## config.mk

```make
export PLATFORM = sky130hd
export DESIGN_NAME = primary_adc_sequencer
export DESIGN_NICKNAME = d
export VERILOG_FILES = /design/src/design/adc_seq_pkg.sv /design/src/design/primary_adc_sequencer.sv
export SDC_FILE = /design/constraint.sdc
export NUM_CORES = 1
export LEC_CHECK = 0
export BUFFER_PORTS_ARGS = -buffer_cell sky130_fd_sc_hd__buf_2
export CAP_MARGIN = 40
export CORE_ASPECT_RATIO = 1.4
export CORE_MARGIN = 1
export CORE_UTILIZATION = 35
export DETAILED_ROUTE_END_ITERATION = 12
export GPL_TIMING_DRIVEN = 0
export SYNTH_ARGS = -nofsm -noshare
export SYNTH_HDL_FRONTEND = slang
export SYNTH_SLANG_ARGS = --single-unit
```

## constraint.sdc

```tcl
create_clock -name clk_i -period 8.2 [get_ports clk_i]
set_clock_uncertainty 0.15 [all_clocks]
set_input_delay 0.41 -clock clk_i [delete_from_list [all_inputs] [get_ports clk_i]]
set_output_delay 0.41 -clock clk_i [all_outputs]
set_load 0.03 [all_outputs]
```

## src/design/adc_seq_pkg.sv

```systemverilog
// Purpose: shared constants and types of the primary converter sequencer
// Assumes: 20 MHz system clock, 32-bit classic Wishbone register access
// Notes:   times are kept in ns and turned into clock counts here
package adc_seq_pkg;

  localparam int unsigned CLK_PERIOD_NS = 50;

  // acquisition, conversion and ready-pulse times, ns
  localparam int unsigned ACQ0_NS      = 375;
  localparam int unsigned ACQ1_NS      = 2375;
  localparam int unsigned ACQ2_NS      = 6375;
  localparam int unsigned ACQ3_NS      = 14375;
  localparam int unsigned CONV_NS      = 1625;
  localparam int unsigned DAV_PULSE_NS = 1000;

  // least times round up, the pulse is exact
  localparam logic [8:0] ACQ0_CYC = 9'((ACQ0_NS + CLK_PERIOD_NS - 1) / CLK_PERIOD_NS);
  localparam logic [8:0] ACQ1_CYC = 9'((ACQ1_NS + CLK_PERIOD_NS - 1) / CLK_PERIOD_NS);
  localparam logic [8:0] ACQ2_CYC = 9'((ACQ2_NS + CLK_PERIOD_NS - 1) / CLK_PERIOD_NS);
  localparam logic [8:0] ACQ3_CYC = 9'((ACQ3_NS + CLK_PERIOD_NS - 1) / CLK_PERIOD_NS);
  localparam logic [8:0] CONV_CYC = 9'((CONV_NS + CLK_PERIOD_NS - 1) / CLK_PERIOD_NS);
  localparam logic [4:0] DAV_PULSE_CYC = 5'(DAV_PULSE_NS / CLK_PERIOD_NS);

  // register byte offsets
  localparam logic [7:0] ADDR_CFG    = 8'h00;
  localparam logic [7:0] ADDR_CHSEL0 = 8'h04;
  localparam logic [7:0] ADDR_CHSEL1 = 8'h08;
  localparam logic [7:0] ADDR_STATUS = 8'h0C;
  localparam logic [7:0] THR_BASE    = 8'h20;
  localparam logic [7:0] DATA_BASE   = 8'h40;

  // configuration fields
  localparam int unsigned CFG_MODE_BIT  = 0;
  localparam int unsigned CFG_INTERNAL_CONVERT_BIT_BIT = 1;
  localparam int unsigned CFG_DATA_AVAILABLE_FLAG_BIT  = 2;
  localparam int unsigned CFG_RATE_LSB  = 4;

  // channel-select fields: sel0 [1:0] pair enables, [5:2] singles 0..3
  localparam int unsigned SEL0_SINGLE_LSB = 2;
  localparam int unsigned NUM_SLOTS       = 18;

  // reset values
  localparam logic        MODE_RESET  = 1'b0;
  localparam logic [1:0]  RATE_RESET  = 2'h0;
  localparam logic [5:0]  SEL0_RESET  = 6'h00;
  localparam logic [11:0] SEL1_RESET  = 12'h000;

  localparam logic MODE_DIRECT = 1'b0;
  localparam logic MODE_AUTO   = 1'b1;

  typedef enum logic [3:0] {
    ST_IDLE   = 4'b0001,
    ST_NAP    = 4'b0010,
    ST_SAMPLE = 4'b0100,
    ST_CONV   = 4'b1000
  } seq_state_t;

endpackage

```

## src/design/primary_adc_sequencer.sv

```systemverilog
// Purpose: sequencer of a 16-input successive-approximation converter with
//          double-buffered results behind a classic Wishbone slave
// Assumes: adc_result_i comes from converter logic on clk_i
// Notes:   one-cycle ack on every access, unmapped reads return zero
`timescale 1ns/1ps
module primary_adc_sequencer #(
  parameter int unsigned NUM_CH = 16,
  parameter int unsigned DATA_W = 12
) (
  input  wire logic              clk_i,
  input  wire logic              rst_i,
  input  wire logic [7:0]        wb_adr_i,
  input  wire logic [31:0]       wb_dat_i,
  input  wire logic [3:0]        wb_sel_i,
  input  wire logic              wb_we_i,
  input  wire logic              wb_cyc_i,
  input  wire logic              wb_stb_i,
  output logic      [31:0]       wb_dat_o,
  output logic                   wb_ack_o,
  input  wire logic              ext_convert_trigger_i,
  input  wire logic [DATA_W-1:0] adc_result_i,
  output logic      [3:0]        adc_channel_o,
  output logic                   adc_diff_o,
  output logic                   adc_sample_o,
  output logic                   adc_convert_o,
  output logic                   adc_nap_o,
  output logic                   data_available_pin_n_o
);

  if (NUM_CH != 16 || DATA_W < 2 || DATA_W > 16) begin : g_bad_params
    $error("primary_adc_sequencer: NUM_CH must be 16, DATA_W 2..16");
  end

  // trigger pin synchroniser and falling-edge detector
  logic trig_meta_r;
  logic trig_sync_r;
  logic trig_prev_r;

  always_ff @(posedge clk_i) begin
    if (rst_i) begin
      trig_meta_r <= 1'b1;
      trig_sync_r <= 1'b1;
      trig_prev_r <= 1'b1;
    end else begin
      trig_meta_r <= ext_convert_trigger_i;
      trig_sync_r <= trig_meta_r;
      trig_prev_r <= trig_sync_r;
    end
  end

  logic ext_fall;
  assign ext_fall = trig_prev_r & ~trig_sync_r;

  // bus decode
  logic bus_req;
  logic bus_wr;
  logic bus_rd;
  logic hit_cfg;
  logic hit_sel0;
  logic hit_sel1;
  logic hit_stat;
  logic hit_thr;
  logic hit_data;
  logic [15:0] wmask;

  assign bus_req  = wb_cyc_i & wb_stb_i & ~wb_ack_o;
  assign bus_wr   = bus_req & wb_we_i;
  assign bus_rd   = bus_req & ~wb_we_i;
  assign hit_cfg  = wb_adr_i == adc_seq_pkg::ADDR_CFG;
  assign hit_sel0 = wb_adr_i == adc_seq_pkg::ADDR_CHSEL0;
  assign hit_sel1 = wb_adr_i == adc_seq_pkg::ADDR_CHSEL1;
  assign hit_stat = wb_adr_i == adc_seq_pkg::ADDR_STATUS;
  assign hit_thr  = (wb_adr_i[7:5] == adc_seq_pkg::THR_BASE[7:5]) && (wb_adr_i[1:0] == 2'h0);
  assign hit_data = (wb_adr_i[7:6] == adc_seq_pkg::DATA_BASE[7:6]) && (wb_adr_i[1:0] == 2'h0);
  assign wmask    = {{8{wb_sel_i[1]}}, {8{wb_sel_i[0]}}};

  // configuration registers
  logic        mode_r;
  logic [1:0]  rate_r;
  logic [5:0]  sel0_r;
  logic [11:0] sel1_r;
  logic [DATA_W-1:0] thr_r [8];
  logic [15:0] sel0_m;
  logic [15:0] sel1_m;
  logic [15:0] thr_m;

  assign sel0_m = ({10'h000, sel0_r} & ~wmask) | (wb_dat_i[15:0] & wmask);
  assign sel1_m = ({4'h0, sel1_r} & ~wmask) | (wb_dat_i[15:0] & wmask);
  assign thr_m  = (16'(thr_r[wb_adr_i[4:2]]) & ~wmask) | (wb_dat_i[15:0] & wmask);

  logic cfg_wr;
  logic mode_change;
  logic internal_convert_bit_wr;
  logic abort_cfg;
  logic sw_trig;
  logic trigger;

  assign cfg_wr      = bus_wr & hit_cfg & wb_sel_i[0];
  assign mode_change = cfg_wr & (wb_dat_i[adc_seq_pkg::CFG_MODE_BIT] != mode_r);
  assign internal_convert_bit_wr    = cfg_wr & wb_dat_i[adc_seq_pkg::CFG_INTERNAL_CONVERT_BIT_BIT];
  // a mode change wins over a convert bit in the same write
  assign sw_trig     = internal_convert_bit_wr & ~mode_change;
  assign abort_cfg   = mode_change | (bus_wr & (hit_sel0 | hit_sel1 | hit_thr));
  assign trigger     = ext_fall | sw_trig;

  always_ff @(posedge clk_i) begin
    if (rst_i) begin
      mode_r <= adc_seq_pkg::MODE_RESET;
      rate_r <= adc_seq_pkg::RATE_RESET;
    end else if (cfg_wr) begin
      mode_r <= wb_dat_i[adc_seq_pkg::CFG_MODE_BIT];
      rate_r <= wb_dat_i[adc_seq_pkg::CFG_RATE_LSB +: 2];
    end
  end

  always_ff @(posedge clk_i) begin
    if (rst_i) begin
      sel0_r <= adc_seq_pkg::SEL0_RESET;
      sel1_r <= adc_seq_pkg::SEL1_RESET;
    end else begin
      if (bus_wr && hit_sel0) begin
        sel0_r <= sel0_m[5:0];
      end
      if (bus_wr && hit_sel1) begin
        sel1_r <= sel1_m[11:0];
      end
    end
  end

  always_ff @(posedge clk_i) begin
    if (rst_i) begin
      for (int i = 0; i < 8; i++) begin
        thr_r[i] <= '0;
      end
    end else if (bus_wr && hit_thr) begin
      thr_r[wb_adr_i[4:2]] <= thr_m[DATA_W-1:0];
    end
  end

  // slot map: 0,1 differential pairs, 2..17 single channels 0..15
  logic [17:0] en_vec;
  always_comb begin
    en_vec[0]     = sel0_r[0];
    en_vec[1]     = sel0_r[1];
    en_vec[2]     = sel0_r[adc_seq_pkg::SEL0_SINGLE_LSB]     & ~sel0_r[0];
    en_vec[3]     = sel0_r[adc_seq_pkg::SEL0_SINGLE_LSB + 1] & ~sel0_r[0];
    en_vec[4]     = sel0_r[adc_seq_pkg::SEL0_SINGLE_LSB + 2] & ~sel0_r[1];
    en_vec[5]     = sel0_r[adc_seq_pkg::SEL0_SINGLE_LSB + 3] & ~sel0_r[1];
    en_vec[17:6]  = sel1_r;
  end

  // lowest enabled slot at or above from; bit 5 flags a hit
  function automatic logic [5:0] find_slot(input logic [17:0] en, input logic [4:0] from);
    logic       found;
    logic [4:0] idx;
    found = 1'b0;
    idx   = 5'h00;
    for (int i = 0; i < adc_seq_pkg::NUM_SLOTS; i++) begin
      if (!found && (5'(i) >= from) && en[i]) begin
        found = 1'b1;
        idx   = 5'(i);
      end
    end
    return {found, idx};
  endfunction

  function automatic logic [3:0] addr_of(input logic [4:0] slot);
    return (slot < 5'h02) ? 4'(slot << 1) : 4'(slot - 5'h02);
  endfunction

  // sequencer
  adc_seq_pkg::seq_state_t state_r;
  logic [4:0] slot_r;
  logic [8:0] cnt_r;
  logic [8:0] acq_cyc;
  logic [5:0] first_hit;
  logic [5:0] next_hit;
  adc_seq_pkg::seq_state_t enter_state;
  logic [8:0] enter_cnt;
  logic eoc;
  logic [1:0] rate_use;

  // a write that sets the rate and triggers at once starts with the new rate
  assign rate_use = cfg_wr ? wb_dat_i[adc_seq_pkg::CFG_RATE_LSB +: 2] : rate_r;

  always_comb begin
    case (rate_use)
      2'h0:    acq_cyc = adc_seq_pkg::ACQ0_CYC;
      2'h1:    acq_cyc = adc_seq_pkg::ACQ1_CYC;
      2'h2:    acq_cyc = adc_seq_pkg::ACQ2_CYC;
      default: acq_cyc = adc_seq_pkg::ACQ3_CYC;
    endcase
    // nap fills the acquisition time beyond the shortest sample window
    if (rate_use == 2'h0) begin
      enter_state = adc_seq_pkg::ST_SAMPLE;
      enter_cnt   = adc_seq_pkg::ACQ0_CYC - 9'h001;
    end else begin
      enter_state = adc_seq_pkg::ST_NAP;
      enter_cnt   = acq_cyc - adc_seq_pkg::ACQ0_CYC - 9'h001;
    end
  end

  assign first_hit = find_slot(en_vec, 5'h00);
  assign next_hit  = find_slot(en_vec, 5'(slot_r + 5'h01));
  assign eoc = (state_r == adc_seq_pkg::ST_CONV) && (cnt_r == 9'h000) && !trigger && !abort_cfg;

  always_ff @(posedge clk_i) begin
    if (rst_i) begin
      state_r <= adc_seq_pkg::ST_IDLE;
      slot_r  <= 5'h00;
      cnt_r   <= 9'h000;
    end else if (trigger) begin
      // restart at once; start latency is far below 4 us
      if (first_hit[5]) begin
        state_r <= enter_state;
        slot_r  <= first_hit[4:0];
        cnt_r   <= enter_cnt;
      end else begin
        state_r <= adc_seq_pkg::ST_IDLE;
      end
    end else if (abort_cfg) begin
      state_r <= adc_seq_pkg::ST_IDLE;
    end else begin
      case (state_r)
        adc_seq_pkg::ST_IDLE: begin
          state_r <= adc_seq_pkg::ST_IDLE;
        end
        adc_seq_pkg::ST_NAP: begin
          if (cnt_r == 9'h000) begin
            state_r <= adc_seq_pkg::ST_SAMPLE;
            cnt_r   <= adc_seq_pkg::ACQ0_CYC - 9'h001;
          end else begin
            cnt_r <= cnt_r - 9'h001;
          end
        end
        adc_seq_pkg::ST_SAMPLE: begin
          if (cnt_r == 9'h000) begin
            state_r <= adc_seq_pkg::ST_CONV;
            cnt_r   <= adc_seq_pkg::CONV_CYC - 9'h001;
          end else begin
            cnt_r <= cnt_r - 9'h001;
          end
        end
        adc_seq_pkg::ST_CONV: begin
          if (cnt_r != 9'h000) begin
            cnt_r <= cnt_r - 9'h001;
          end else if (next_hit[5]) begin
            state_r <= enter_state;
            slot_r  <= next_hit[4:0];
            cnt_r   <= enter_cnt;
          end else if (mode_r == adc_seq_pkg::MODE_AUTO && first_hit[5]) begin
            state_r <= enter_state;
            slot_r  <= first_hit[4:0];
            cnt_r   <= enter_cnt;
          end else begin
            state_r <= adc_seq_pkg::ST_IDLE;
          end
        end
        default: begin
          state_r <= adc_seq_pkg::ST_IDLE;
        end
      endcase
    end
  end

  // converter controls, registered from the sequencer state
  always_ff @(posedge clk_i) begin
    if (rst_i) begin
      adc_channel_o <= 4'h0;
      adc_diff_o    <= 1'b0;
      adc_sample_o  <= 1'b0;
      adc_convert_o <= 1'b0;
      adc_nap_o     <= 1'b0;
    end else begin
      adc_channel_o <= addr_of(slot_r);
      adc_diff_o    <= slot_r < 5'h02;
      adc_sample_o  <= state_r == adc_seq_pkg::ST_SAMPLE;
      adc_convert_o <= state_r == adc_seq_pkg::ST_CONV;
      adc_nap_o     <= state_r == adc_seq_pkg::ST_NAP;
    end
  end

  // result capture, one cycle after the last conversion count
  logic       eoc_d_r;
  logic       last_d_r;
  logic [4:0] slot_d_r;

  always_ff @(posedge clk_i) begin
    if (rst_i) begin
      eoc_d_r  <= 1'b0;
      last_d_r <= 1'b0;
      slot_d_r <= 5'h00;
    end else begin
      eoc_d_r  <= eoc;
      last_d_r <= eoc & ~next_hit[5];
      slot_d_r <= slot_r;
    end
  end

  logic [DATA_W-1:0] stage_r [NUM_CH];
  logic [DATA_W-1:0] data_r  [NUM_CH];
  logic [DATA_W-1:0] result_fmt;
  logic              upd_pend_r;
  logic              data_rd_busy;
  logic              do_update;

  // differential code is offset binary with the sign bit turned over
  assign result_fmt   = (slot_d_r < 5'h02) ?
                        {~adc_result_i[DATA_W-1], adc_result_i[DATA_W-2:0]} : adc_result_i;
  assign data_rd_busy = bus_rd & hit_data;
  assign do_update    = upd_pend_r & ~data_rd_busy;

  always_ff @(posedge clk_i) begin
    if (rst_i) begin
      for (int i = 0; i < NUM_CH; i++) begin
        stage_r[i] <= '0;
      end
    end else if (eoc_d_r) begin
      stage_r[addr_of(slot_d_r)] <= result_fmt;
    end
  end

  always_ff @(posedge clk_i) begin
    if (rst_i) begin
      upd_pend_r <= 1'b0;
    end else begin
      upd_pend_r <= (eoc_d_r & last_d_r) | (upd_pend_r & ~do_update);
    end
  end

  always_ff @(posedge clk_i) begin
    if (rst_i) begin
      for (int i = 0; i < NUM_CH; i++) begin
        data_r[i] <= '0;
      end
    end else if (do_update) begin
      for (int i = 0; i < NUM_CH; i++) begin
        data_r[i] <= stage_r[i];
      end
    end
  end

  // data-available flag and pin
  logic       data_available_flag_r;
  logic       data_available_flag_nxt;
  logic [4:0] pulse_r;
  logic [4:0] pulse_nxt;

  always_comb begin
    data_available_flag_nxt  = data_available_flag_r;
    pulse_nxt = (pulse_r != 5'h00) ? pulse_r - 5'h01 : 5'h00;
    if (mode_r == adc_seq_pkg::MODE_AUTO) begin
      data_available_flag_nxt = 1'b0;
      if (do_update) begin
        pulse_nxt = adc_seq_pkg::DAV_PULSE_CYC;
      end
    end else begin
      pulse_nxt = 5'h00;
      if (data_rd_busy || ext_fall) begin
        data_available_flag_nxt = 1'b0;
      end
      if (do_update) begin
        data_available_flag_nxt = 1'b1;
      end
    end
  end

  always_ff @(posedge clk_i) begin
    if (rst_i) begin
      data_available_flag_r                 <= 1'b0;
      pulse_r                <= 5'h00;
      data_available_pin_n_o <= 1'b1;
    end else begin
      data_available_flag_r                 <= data_available_flag_nxt;
      pulse_r                <= pulse_nxt;
      data_available_pin_n_o <= ~(data_available_flag_nxt | (pulse_nxt != 5'h00));
    end
  end

  // bus answer: ack one cycle after the request, read data latched with it
  always_ff @(posedge clk_i) begin
    if (rst_i) begin
      wb_ack_o <= 1'b0;
      wb_dat_o <= 32'h0000_0000;
    end else begin
      wb_ack_o <= bus_req;
      if (bus_rd) begin
        if (hit_cfg) begin
          wb_dat_o <= {26'h000_0000, rate_r, 1'b0, data_available_flag_r, 1'b0, mode_r};
        end else if (hit_sel0) begin
          wb_dat_o <= {26'h000_0000, sel0_r};
        end else if (hit_sel1) begin
          wb_dat_o <= {20'h0_0000, sel1_r};
        end else if (hit_stat) begin
          wb_dat_o <= {19'h0_0000, slot_r, 3'h0, upd_pend_r, state_r};
        end else if (hit_thr) begin
          wb_dat_o <= 32'(thr_r[wb_adr_i[4:2]]);
        end else if (hit_data) begin
          wb_dat_o <= 32'(data_r[wb_adr_i[5:2]]);
        end else begin
          wb_dat_o <= 32'h0000_0000;
        end
      end
    end
  end

endmodule // primary_adc_sequencer

```

==> metrics.log <==
INFO  metric status = finished, final reports clean
INFO  metric worst_hold_path_type = input pin to register
INFO  metric netlist-cell-type-count = just under 80
INFO  metric gp_congestion = approximately 0.94
INFO  metric crit_required = 8.51 ns
INFO  metric post-route-drc-count = 0
INFO  metric report.final.slew_viol_count = 0
INFO  metric layout-drive-gt1-share = 0.155
INFO  metric dp_slack = 3.96 ns
INFO  metric worst-endpoint-arrival = 4.26 ns
INFO  metric cp_cell_sequence = inv_1 > ha_1 > buf_2 > a21oi_1 > a211o_1 > a41oi_1 > a311o_1 > nor3_4 > a311o_2 > nand3_1 > a21oi_1
INFO  metric numCtsBuffers = just over 50
INFO  metric htree_num_levels = 2
INFO  metric slew_headroom = 0.397
INFO  metric crit_type = register to register
INFO  metric number_of_warnings_issued_by_yosys = 0
INFO  metric num_io_pins = between 100 and 150
INFO  metric yosys_register_bits = between 500 and 600
INFO  metric layout_net_count = 2081
INFO  metric routed-via-count = 15200
INFO  metric cts_resized = 0
INFO  metric irDropWorstVdd = 0.121 mV
INFO  metric crit_path_max_fanout = 10
INFO  metric route.antenna.remaining_nets = 0
INFO  metric clock_tree_from_tritoncts = yes
INFO  metric final.setup.worst_slack = approximately 4.3 ns
INFO  metric cts_max_path_buffers = 3
INFO  metric areaGrowthSynthToFinish = 14.3%
INFO  metric max_stage_delay = 0.57 ns
INFO  metric avgViaCountPerCell = 5.11
INFO  metric min-delay-start = adc_result_i[6]
INFO  metric cts_num_sinks = 559
INFO  metric antenna_found_initial = 1
INFO  metric post_synth_instance_area = 24900 sq um
INFO  metric async_flop_share = 0
INFO  metric grt_start_max_net_pins = 66
INFO  metric syn_avg_cell_area = 13.4 sq um
INFO  metric slowest_stage = dfxtp_1
INFO  metric full_die_area = approximately 72000 sq um
INFO  metric synth_cells = 1852
INFO  metric dpl.hpwl = ~48 mm
INFO  metric wire_per_inst = approximately 22 um
INFO  metric num-fill-cells = between 6000 and 7000
INFO  metric synth-seq-area-share = 0.642
INFO  metric grt_pass1_wl = 96.0 mm
INFO  metric total_overflow_reported_by_the_global_router = 0
INFO  metric postCtsHoldBufs = 10
INFO  metric cts.reportedPaths.clkPinSlew = ~0.06 ns
INFO  metric floorplan.initialDensity = 0.354
INFO  metric maxCapViolCount = 0
INFO  metric cpMostUsedCell = a21oi_1
INFO  metric post_cts_buffers = 0
INFO  metric p_per_area = 211 nW/um^2
INFO  metric rr_startpoint = slot_r[1]
INFO  metric multiInputGateArea = 8260 sq um
INFO  metric die-height = roughly 320 um
INFO  metric seqCellArea = 16000 sq um
INFO  metric drtPass1Iterations = 5
INFO  metric root_buffer = clkbuf_16
INFO  metric max_clock_freq = 0.253 GHz
INFO  metric gr-usage-all-layers = 0.182
INFO  metric crit_start = slot_r[1]
INFO  metric post-layout-total-power = about 6.0 mW
INFO  metric ff2ff_setup_slack = 4.25 ns
INFO  metric count_of_port_buffers_added_during_placement = 58
INFO  metric worst_setup_path_start_kind = register
INFO  metric grt_setup_unrepaired = no
INFO  metric floorplan.die.width = 227 um
INFO  metric power.leakage = 10.3 nW
INFO  metric end_kind = register
INFO  metric antenna-diode-count = 0
INFO  metric min_period_over_period = 0.481
INFO  metric hold-worst-slack = 0.0395 ns
INFO  metric first_global_vias = 15500
INFO  metric hold_violations = 0
INFO  metric initialDrtViolationCount = 1108
INFO  metric period_minus_slack = 3.95 ns
INFO  metric setup_viol = 0
INFO  metric rows = between 100 and 150
INFO  metric route.final.wire_length = ~66 mm
INFO  metric synth_enable_flop_cells = 480
INFO  metric core_area = 70400 sq um
INFO  metric final-instance-count-excl-fill = 2984
INFO  metric synth_flop_cell = edfxtp_1
INFO  metric cell_count_after_placement = 2879
INFO  metric worst-slew-pin-transition = 0.880 ns
INFO  metric insertion_delay_of_the_later_clocked_pin_in_the_worst_skew_pair = roughly 0.60 ns
## worst max-delay path, delay by kind of cell, from the launching register on
| kind | cells | cell delay, ns |
|---|---|---|
| buffers and inverters | 2 | 0.40 |
| AO/OA/AOI/OAI | 6 | 1.88 |
| flip-flops | 1 | 0.57 |
| AND/OR/NAND/NOR | 2 | 0.51 |
| adder cells (fa/ha/maj) | 1 | 0.31 |
## where the power goes
part	switching, mW	internal (mW)	leakage (nW)
registers	0.0229	3.17	5.59
logic	0.235	0.119	3.85
clock network	1.06	1.41	0.831
## kinds of logic after synthesis
group	Yosys count	synth area share
xor gates and xnor gates	9	0.00347
muxes	141	0.0994
AOI/OAI and AO/OA	170	0.0453
other	1	0.000151
buffers and inverters	165	0.0293
and+or+nand+nor	794	0.174
DFF	559	0.642
adders and majority gates	13	0.00653
## through the flow
| stage | cell area [sq um] | setup TNS (ns) | utilization |
|---|---|---|---|
| 2_1_floorplan | 25000 | 0 | - |
| 3_3_place_gp | 26400 | -277.07 | 0.376 |
| 3_5_place_dp | 26600 | 0 | 0.379 |
| 4_1_cts | 28500 | 0 | 0.404 |
| 5_1_grt | 28500 | 0 | 0.404 |
| 6_report | 28500 | 0 | 0.404 |
## worst paths after layout
check / end / cells past startpoint
max reg2reg: slot_r[4] / 11
max: slot_r[4] / 11
min: stage_r[13][6] / 2
min reg2reg: trig_prev_r / 1
## Yosys cell counts (29+ instances only)
master    instances  area, sq um
a21oi_1          46          230
clkbuf_1         86          323
o21ai_0          29          145
dfxtp_1          79         1580
nor2_1          205          769
mux4_2           84         1890
nor2b_1          81          507
mux2i_1          47          470
edfxtp_1        480        14400
nand2_1          55          206
nor3_1           40          200
and2_1          299         1870
## cell usage in the layout, fill, tap and decap left out, types with 6 or more instances in the layout
cell type	Yosys	routed
and3_1	8	8
o21ai_0	29	29
a221oi_1	6	6
a21oi_1	46	46
mux2i_1	47	47
buf_6	2	6
nor2_1	205	205
clkbuf_1	86	95
and2_1	299	299
ha_1	13	13
nor4_1	12	12
edfxtp_1	480	480
conb_1	1	19
nand3_1	18	18
bufinv_16	0	7
clkinv_1	0	12
dfxtp_1	79	79
clkbuf_16	0	52
inv_1	27	27
nor3_1	40	40
xnor2_1	6	6
a31oi_1	13	13
nand2b_1	22	21
clkinv_2	0	7
mux4_2	84	84
buf_4	20	23
o211ai_1	6	6
buf_2	16	76
mux2_2	10	10
o21ai_1	8	8
or2_2	22	22
a211oi_1	14	14
nor2b_1	81	81
dlygate4sd3_1	0	10
nand2_1	55	55
buf_1	14	14
## layer usage
layer  wire length [um]  vias up  part of all wire  track usage
met4               2970        2             0.045       0.0832
li1                   -     6985                 -            -
met1              23500     7612              0.35        0.193
met3               2780      151             0.042       0.0196
met5                 17        -           0.00026            0
met2              36900      497              0.56        0.353
## area by class of cell
| cell class | instances | share of cell area |
|---|---|---|
| Sequential cell | 559 | 0.562 |
| Multi-Input combinational cell | 1146 | 0.290 |
| Clock buffer | 63 | 0.0479 |
| Tap cell | 936 | 0.0412 |
| Buffer | 138 | 0.0221 |
| Timing Repair Buffer | 83 | 0.0204 |
| Clock inverter | 32 | 0.0127 |
| Inverter | 27 | 0.00356 |
## registers in the layout, indices dropped and copies added (netlist names), 2 cells and up, named ones only
name           flops
thr_r             96
data_r           192
rate_r             2
stage_r          192
adc_channel_o      4
wb_dat_o          13
state_r            4
cnt_r              9
slot_d_r           5
pulse_r            5
slot_r             5
Note: power is estimated with default switching activity, not from simulation.
